### src/shared/rsb_pkg.sv
package rsb_pkg;
    // clock and stretch timing
    localparam int unsigned CLK_HZ           = 25_000_000;
    localparam int unsigned STRETCH_US       = 1000;          // 1 ms minimum stretch
    localparam int unsigned STRETCH_CYCLES   = (CLK_HZ / 1_000_000) * STRETCH_US;
    localparam int          CNT_W            = 16;
    // boot-pick codes, msb first, ground reads 0
    localparam logic [2:0]  CODE_CARRIER_SATA = 3'h0;
    localparam logic [2:0]  CODE_CARRIER_SD   = 3'h1;
    localparam logic [2:0]  CODE_CARRIER_ESPI = 3'h2;
    localparam logic [2:0]  CODE_CARRIER_SPI  = 3'h3;
    localparam logic [2:0]  CODE_MODULE_USB   = 3'h4;
    localparam logic [2:0]  CODE_NET_BOOT     = 3'h5;
    localparam logic [2:0]  CODE_MODULE_EMMC  = 3'h6;
    localparam logic [2:0]  CODE_MODULE_SPI   = 3'h7;
    localparam logic [2:0]  CODE_RESET        = 3'h7;     // value while straps float
    // boot sources, one-hot over the eight codes
    typedef enum logic [7:0] {
        RSB_SRC_SATA = 8'h01,
        RSB_SRC_SD   = 8'h02,
        RSB_SRC_ESPI = 8'h04,
        RSB_SRC_SPI  = 8'h08,
        RSB_SRC_USB  = 8'h10,
        RSB_SRC_NET  = 8'h20,
        RSB_SRC_EMMC = 8'h40,
        RSB_SRC_MSPI = 8'h80
    } rsb_src_t;
endpackage

### src/rtl/rsb_reset_boot.sv
`timescale 1ns/1ps
module rsb_reset_boot #(
    parameter int unsigned STRETCH = rsb_pkg::STRETCH_CYCLES
) (
    // clock and reset
    input  wire logic       SYS_CLK_I,
    input  wire logic       RST_N_I,
    // carrier reset request and straps
    input  wire logic       RESET_REQ_N_I,
    input  wire logic       BOOT_PICK_BIT0_N_I,
    input  wire logic       BOOT_PICK_BIT1_N_I,
    input  wire logic       BOOT_PICK_BIT2_N_I,
    input  wire logic       SD_OVERRIDE_N_I,
    // resets out
    output logic            INT_RESET_N_O,
    output logic            RESET_OUT_N_O,
    // boot selection
    output logic            BOOT_START_O,
    output logic [2:0]      BOOT_CODE_O,
    output logic [7:0]      BOOT_SRC_O,
    output logic            FIRST_STAGE_SD_O,
    output logic            SRC_UNSUPPORTED_O
);
    typedef enum logic [1:0] {RSB_HOLD, RSB_STRETCH, RSB_RUN} rsb_state_t;

    rsb_state_t                   state;
    logic [1:0]                   req_sync;
    logic [3:0]                   pick_s1;
    logic [3:0]                   pick_s2;
    logic [rsb_pkg::CNT_W-1:0]    cnt;
    logic                         stretch_done;

    // code to one-hot source
    function automatic logic [7:0] rsb_decode(input logic [2:0] code);
        unique case (code)
            rsb_pkg::CODE_CARRIER_SATA: rsb_decode = rsb_pkg::RSB_SRC_SATA;
            rsb_pkg::CODE_CARRIER_SD:   rsb_decode = rsb_pkg::RSB_SRC_SD;
            rsb_pkg::CODE_CARRIER_ESPI: rsb_decode = rsb_pkg::RSB_SRC_ESPI;
            rsb_pkg::CODE_CARRIER_SPI:  rsb_decode = rsb_pkg::RSB_SRC_SPI;
            rsb_pkg::CODE_MODULE_USB:   rsb_decode = rsb_pkg::RSB_SRC_USB;
            rsb_pkg::CODE_NET_BOOT:     rsb_decode = rsb_pkg::RSB_SRC_NET;
            rsb_pkg::CODE_MODULE_EMMC:  rsb_decode = rsb_pkg::RSB_SRC_EMMC;
            rsb_pkg::CODE_MODULE_SPI:   rsb_decode = rsb_pkg::RSB_SRC_MSPI;
        endcase
    endfunction

    // request synchroniser; stage 0 feeds only stage 1
    always_ff @(posedge SYS_CLK_I or negedge RST_N_I) begin
        if (!RST_N_I) begin
            req_sync <= 2'h0;
        end else begin
            req_sync <= {req_sync[0], RESET_REQ_N_I};
        end
    end

    // strap synchronisers, pull-ups read as 1
    always_ff @(posedge SYS_CLK_I or negedge RST_N_I) begin
        if (!RST_N_I) begin
            pick_s1 <= 4'hF;
            pick_s2 <= 4'hF;
        end else begin
            pick_s1 <= {SD_OVERRIDE_N_I, BOOT_PICK_BIT2_N_I, BOOT_PICK_BIT1_N_I, BOOT_PICK_BIT0_N_I};
            pick_s2 <= pick_s1;
        end
    end

    assign stretch_done = (cnt == rsb_pkg::CNT_W'(STRETCH - 1));

    // sequencer: hold while requested, then stretch, then run
    always_ff @(posedge SYS_CLK_I or negedge RST_N_I) begin
        if (!RST_N_I) begin
            state <= RSB_HOLD;
            cnt   <= '0;
        end else if (!req_sync[1]) begin
            state <= RSB_HOLD;
            cnt   <= '0;
        end else begin
            unique case (state)
                RSB_HOLD: begin
                    state <= RSB_STRETCH;
                    cnt   <= '0;
                end
                RSB_STRETCH: begin
                    if (stretch_done) begin
                        state <= RSB_RUN;
                    end
                    cnt <= cnt + 1'b1;
                end
                RSB_RUN: begin
                    state <= RSB_RUN;
                end
            endcase
        end
    end

    // reset outputs from flops, low until run
    always_ff @(posedge SYS_CLK_I or negedge RST_N_I) begin
        if (!RST_N_I) begin
            INT_RESET_N_O <= 1'b0;
            RESET_OUT_N_O <= 1'b0;
            BOOT_START_O  <= 1'b0;
        end else begin
            INT_RESET_N_O <= (state == RSB_STRETCH && stretch_done && req_sync[1]) ||
                             (state == RSB_RUN && req_sync[1]);
            RESET_OUT_N_O <= (state == RSB_STRETCH && stretch_done && req_sync[1]) ||
                             (state == RSB_RUN && req_sync[1]);
            BOOT_START_O  <= state == RSB_STRETCH && stretch_done && req_sync[1];
        end
    end

    // latch straps as the stretch ends
    always_ff @(posedge SYS_CLK_I or negedge RST_N_I) begin
        if (!RST_N_I) begin
            BOOT_CODE_O       <= rsb_pkg::CODE_RESET;
            BOOT_SRC_O        <= rsb_pkg::RSB_SRC_MSPI;
            FIRST_STAGE_SD_O  <= 1'b0;
            SRC_UNSUPPORTED_O <= 1'b1;
        end else if (state == RSB_STRETCH && stretch_done && req_sync[1]) begin
            BOOT_CODE_O       <= pick_s2[2:0];
            BOOT_SRC_O        <= rsb_decode(pick_s2[2:0]);
            FIRST_STAGE_SD_O  <= ~pick_s2[3];
            SRC_UNSUPPORTED_O <= pick_s2[2:0] == rsb_pkg::CODE_CARRIER_SPI ||
                                 pick_s2[2:0] == rsb_pkg::CODE_MODULE_SPI;
        end
    end

    // low-count helper for the stretch check
    logic [rsb_pkg::CNT_W-1:0] low_run;
    always_ff @(posedge SYS_CLK_I or negedge RST_N_I) begin
        if (!RST_N_I) begin
            low_run <= '0;
        end else if (RESET_OUT_N_O) begin
            low_run <= '0;
        end else if (req_sync[1] && low_run != '1) begin
            low_run <= low_run + 1'b1;
        end
    end

    // cycles since the last release with the resets still low; restarts on every request
    logic [rsb_pkg::CNT_W-1:0] rel_run;
    always_ff @(posedge SYS_CLK_I or negedge RST_N_I) begin
        if (!RST_N_I) begin
            rel_run <= '0;
        end else if (RESET_OUT_N_O || !req_sync[1]) begin
            rel_run <= '0;
        end else if (rel_run != '1) begin
            rel_run <= rel_run + 1'b1;
        end
    end
endmodule

### config.mk
export PLATFORM = sky130hd
export DESIGN_NAME = rsb_reset_boot
export DESIGN_NICKNAME = d
export VERILOG_FILES = /design/src/shared/rsb_pkg.sv /design/src/rtl/rsb_reset_boot.sv
export SDC_FILE = /design/constraint.sdc
export NUM_CORES = 1
export LEC_CHECK = 0
export BUFFER_PORTS_ARGS = -buffer_cell sky130_fd_sc_hd__clkbuf_2
export CORE_ASPECT_RATIO = 1.5
export CORE_MARGIN = 3
export CORE_UTILIZATION = 45
export CTS_BUF_LIST = sky130_fd_sc_hd__clkbuf_8
export DETAILED_ROUTE_END_ITERATION = 16
export GPL_ROUTABILITY_DRIVEN = 0
export PLACE_DENSITY_LB_ADDON = 0.25
export REMOVE_ABC_BUFFERS = 1
export SLEW_MARGIN = 20
export SYNTH_ARGS = -nofsm -noshare
export SYNTH_HDL_FRONTEND = slang
export SYNTH_SLANG_ARGS = --single-unit
### constraint.sdc
create_clock -name SYS_CLK_I -period 2.2 [get_ports SYS_CLK_I]
set_input_delay 0.33 -clock SYS_CLK_I [delete_from_list [all_inputs] [get_ports SYS_CLK_I]]
set_output_delay 0.33 -clock SYS_CLK_I [all_outputs]
set_load 0.1 [all_outputs]
# ---- Yosys cells after proc, flatten, opt, wreduce, memory -nomap -nowiden
# Memory sizes are Yosys's and may differ from the RTL's. A register that Yosys moved wholly into a read port is not among the register bits.
# Index checks and enable logic that the tools add are counted.
# W data, S select, Z words.
dict set report word_totals {
  out_inout_bits 16
  rom_bits 64
  memories 1
  ff_bits 35
}
dict set report classes {
  n_eq_ne 7
  bitwise_logic 1
  mux 5
  n_addsub 1
  n_reduce_logical 7
}
# memory depth word_bits rd rd_clocked_by_memory_dff wr line
set mem_list {}
lappend mem_list {{(no name shown)} 8 8 1 1 0 rsb_reset_boot.sv:35} ;# unique case (code)
# op n
set ops {}
lappend ops {{$pmux W16 S2} 1}
lappend ops {{$add A16 B1 Y16 const B} 1}
lappend ops {{$eq A16 B15 Y1 const B} 1}
lappend ops {{$mux W16} 1}
lappend ops {{$pmux W2 S3} 1}
lappend ops {{$mux W2} 2}
lappend ops {{$eq A3 B2 Y1 const B} 1}
lappend ops {{$eq A3 B3 Y1 const B} 1}
lappend ops {{$logic_and A1 B1 Y1} 3}
lappend ops {{$ne A3 B1 Y1 const B} 1}
lappend ops {{$ne A3 B3 Y1 const B} 1}
lappend ops {{$eq A2 B1 Y1 const B} 1}
lappend ops {{$eq A2 B2 Y1 const B} 1}
lappend ops {{$logic_not A2 Y1} 1}
lappend ops {{$logic_or A1 B1 Y1} 2}
lappend ops {{$logic_not A1 Y1} 1}
lappend ops {{$not A1 Y1} 1}

# ---- Longest topological paths before layout
dict set report depth {
  ltp_word 4
  depth_mapped 8
  ltp_nobuf 6
}

# ---- Least setup slack after synthesis
# No wires, ideal clock.
dict set report synth_timing {
  path_kind {register to register}
  start {register state[1]}
  end {register BOOT_SRC_O[0]}
  path_stages_with_launch 9
  t_arrival_ns 1.807
  path_slack_ns 0.267
  path_buffers 2
  period_less_slack_ns 1.933
  path_cell_list {dfrtp_1 > inv_1 > ha_1 > nand2_2 > or3_1 > buf_6 > nor2_8 > buf_12 > mux2_4}
}
dict set report synth_between {
  elab_chain_cells 3
}
# element line
set synth_lines {}
lappend synth_lines {{from (decl)} rsb_reset_boot.sv:26} ;# rsb_state_t state;
lappend synth_lines {{from (signal assigned)} rsb_reset_boot.sv:72} ;# state <= RSB_HOLD;
lappend synth_lines {{from (signal assigned)} rsb_reset_boot.sv:75} ;# state <= RSB_HOLD;
lappend synth_lines {{from (signal assigned)} rsb_reset_boot.sv:80} ;# state <= RSB_STRETCH;
lappend synth_lines {{$eq A2 B1 Y1} rsb_reset_boot.sv:118} ;# end else if (state == RSB_STRETCH && stretch_done && req_sync[1]) begin
lappend synth_lines {{$logic_and A1 B1 Y1 (2 in a row)} rsb_reset_boot.sv:118}
lappend synth_lines {{to (decl)} rsb_reset_boot.sv:20} ;# output logic [7:0] BOOT_SRC_O,
# Every way passes these cells.
# A chain may end at the register's enable or synchronous reset.

# ---- Worst setup path after layout
dict set report layout_timing {
  start {register state[1]}
  end {register BOOT_SRC_O[6]}
}
# Same word-level chain as after synthesis.

==> results.cfg <==
[run_status]
outcome = finished clean

[grt]
gr-total-overflow = 0
first_global_vias = 1548
grt_max_degree = 24
antenna_found_initial = 0
grt_first_pass_wirelength_um = 7355
track_usage_pct = 17.84

[sta]
max_freq_ghz = 0.4901
setup_tns_ns = 0
fin_worst_skew_ns = 0.003802
tightest_slew_ns = 0.5429
rsz0062_at_grt = no
hold_viol_final = 0
timing.final.crit_share_pct = 92.74
layout_setup_ws_ns = 0.1597
hold-worst-slack_ns = 0.007977
drv_slew = 0
max_slew_margin_pct = 63.53
period_needed_ns = 2.040
final-setup-viol-count = 0

[power]
p_seq_share_pct = 47.3
leakage_nw = 1.150
p_switching_mw = 0.5419
power_frac_comb_pct = 18.8
p_clk_share_pct = 33.9
switching_share_pct = 29.69
internal-power_mw = 1.283
power_density_nw_per_um2 = 782.2
ir_drop_mv = 0.3378

[synthesis]
synth-seq-cells = 43
synth_simple_gate_area_share_pct = 20.72
synth_area_um2 = 2090
async_reset_ff_share_pct = 100.0
synthDistinctLibCells = 41
synth-compound-area-share_pct = 11.20
synthXorXnorAreaFrac_pct = 0
synth_enable_flop_cells = 0
synth_top_family_by_area = simple AND/OR/NAND/NOR gates
yosys-mux-area-fraction_pct = 8.922
avgSynthCellArea_um2 = 11.23
synthCells = 186
yosysWarningCount = 0
synthAdderAreaFrac_pct = 2.395
yosysSeqAreaShare_pct = 52.28
synth_flop_cell = dfrtp_1

[layout]
fillerInstances = 405
final_common_cell = dfrtp_1
final_cell_mix = dfrtp_1 (30), clkbuf_2 (22), nand2_1 (16)
ff_latch_area_um2 = 1092
area_delta_synth_final_pct = 11.68
fin_area_um2 = 2333
diodes = 0
fin_nets = 217
multi_input_area_um2 = 903.4
drive_gt1_share_pct = 30.92

[floorplanning]
die_h_um = 89.46
core_um2 = 4354
rows = 29
die_width_um = 61.64
io_pins = 23
initial_core_util_pct = 47.99
dieArea_um2 = 5514

[detailed_routing]
via_per_inst = 5.984
wl_met3_um = 199
drtPass1Iterations = 4
top_layer_used = met4
wirelength_um = 4350
antenna_left = 0
wl_per_cell_um = 17.19
wl_met2_um = 2384
route.detailed.drc = 0
num_vias = 1514
wl_met1_um = 1643
drtIter0Drc = 87

[cts]
clk_pin_slew_worst_paths_ns = 0.08
ctsHoldBuffers = 0
cts_resized = 0
cts_tree = done
cts.sinks = 43
h-tree-depth = 2
clk_path_buf_depth = 2
cts_root_buf = clkbuf_8
insertion_delay_ns = 0.30
cts_setup_buffers = 0
numCtsBuffers = 5

[setup_path]
rr_worst_depth = 6
worst-r2r-setup-slack_ns = 0.16
endpoint_kind = flop
rr_endpoint = BOOT_SRC_O[6]
crit_chain = inv_1 > ha_1 > nand2_2 > or3_1 > nor2_8 > mux2_2
slowest_stage = or3_1
path_buf_inv = 1
cp_top_family = simple AND/OR/NAND/NOR gates
max_stage_delay_ns = 0.44
crit_arrival_ns = 2.23
rr_startpoint = state[1]
critPathLaunchType = flop
worstPathRequired_ns = 2.39
cp_max_fo = 11
worstSetupPathType = flop to flop

[place]
place_ws_ns = 0.1518
placed_area_um2 = 2221
port_buffers = 22
dp_hpwl_um = 3101

[flow_run]
cap_violations = 0

[hold_path]
hp-class = primary input to asynchronous set/reset pin
[how the worst max path moves through the flow]
stage | slack [ns] | from | end | cells after the start
4_1_cts | 0.14 | state[1] | BOOT_SRC_O[6] | 6
6_report | 0.16 | state[1] | BOOT_SRC_O[6] | 6
3_5_place_dp | 0.15 | state[1] | BOOT_SRC_O[6] | 6
3_3_place_gp | 0.21 | state[1] | BOOT_SRC_O[6] | 6
5_1_grt | 0.04 | state[1] | BOOT_SRC_O[6] | 6
2_1_floorplan | 0.1 | state[1] | BOOT_SRC_O[6] | 6
[cells in the mapped netlist (4+ instances only)]
master	instances	area (um^2)
ha_1	4	50.05
dfrtp_1	30	750.7
nor2_1	10	37.54
clkbuf_1	7	26.28
o31ai_1	6	45.04
nor3b_1	4	30.03
mux2_4	9	135.1
nand3_1	8	40.04
and3_1	5	31.28
o21ai_0	15	75.07
and2_1	4	25.02
nor3_1	4	20.02
dfstp_2	13	341.6
nand4_1	4	25.02
a31oi_1	7	43.79
a21oi_1	4	20.02
nand2_1	16	60.06
mux2i_1	4	40.04
[kinds of logic (layout without fill, tap and decap cells)]
family | Yosys count | in the layout
fa+ha+maj | 4 | 4
simple gates | 71 | 71
flops | 43 | 43
buf+inv | 16 | 37
compound gates | 38 | 38
mux | 14 | 14
[power groups by stage]
stage / Sequential [mW] / Clock, mW / Combinational [mW]
floorplan: 0.915 / 0 / 0.199
global placement: 0.875 / 0 / 0.331
detailed placement: 0.878 / 0 / 0.343
CTS: 0.863 / 0.640 / 0.347
global route: 0.869 / 0.678 / 0.392
finish: 0.863 / 0.619 / 0.343
[worst reg2reg max path: cells and delay by family (launching register included)]
kind	cells	cell delay, ns
adders and majority gates	1	0.28
buffers and inverters	1	0.09
muxes	1	0.37
DFF	1	0.38
and+or+nand+nor	3	0.81
[stage by stage]
step / total power [mW] / util [%] / std cells
floorplan: 1.114 / - / 172
global placement: 1.206 / 51.01 / 245
detailed placement: 1.221 / 51.01 / 245
CTS: 1.850 / 53.59 / 253
global route: 1.940 / 53.59 / 253
finish: 1.825 / 53.59 / 253
[state kept, by name, summed over array words and instances (netlist names), 2 cells and up]
signal and flops:
BOOT_SRC_O 8, state 2, req_sync 2, cnt 16
pick_s1 4, BOOT_CODE_O 3, pick_s2 4
[cell type report]
cell class	count	area share [%]
tap	46	2.466
clock inverter	3	1.877
sequential	43	46.81
clock buffer	5	2.949
inverter	2	0.3217
multi-input combinational	127	38.71
timing repair buffer	27	6.863
[metal layers]
metal	vias up	track usage, %
met4	0	9.266
met2	59	31.55
li1	708	-
met5	-	0
met3	14	3.324
met1	733	19.53
(Power assumes the default switching activity.)
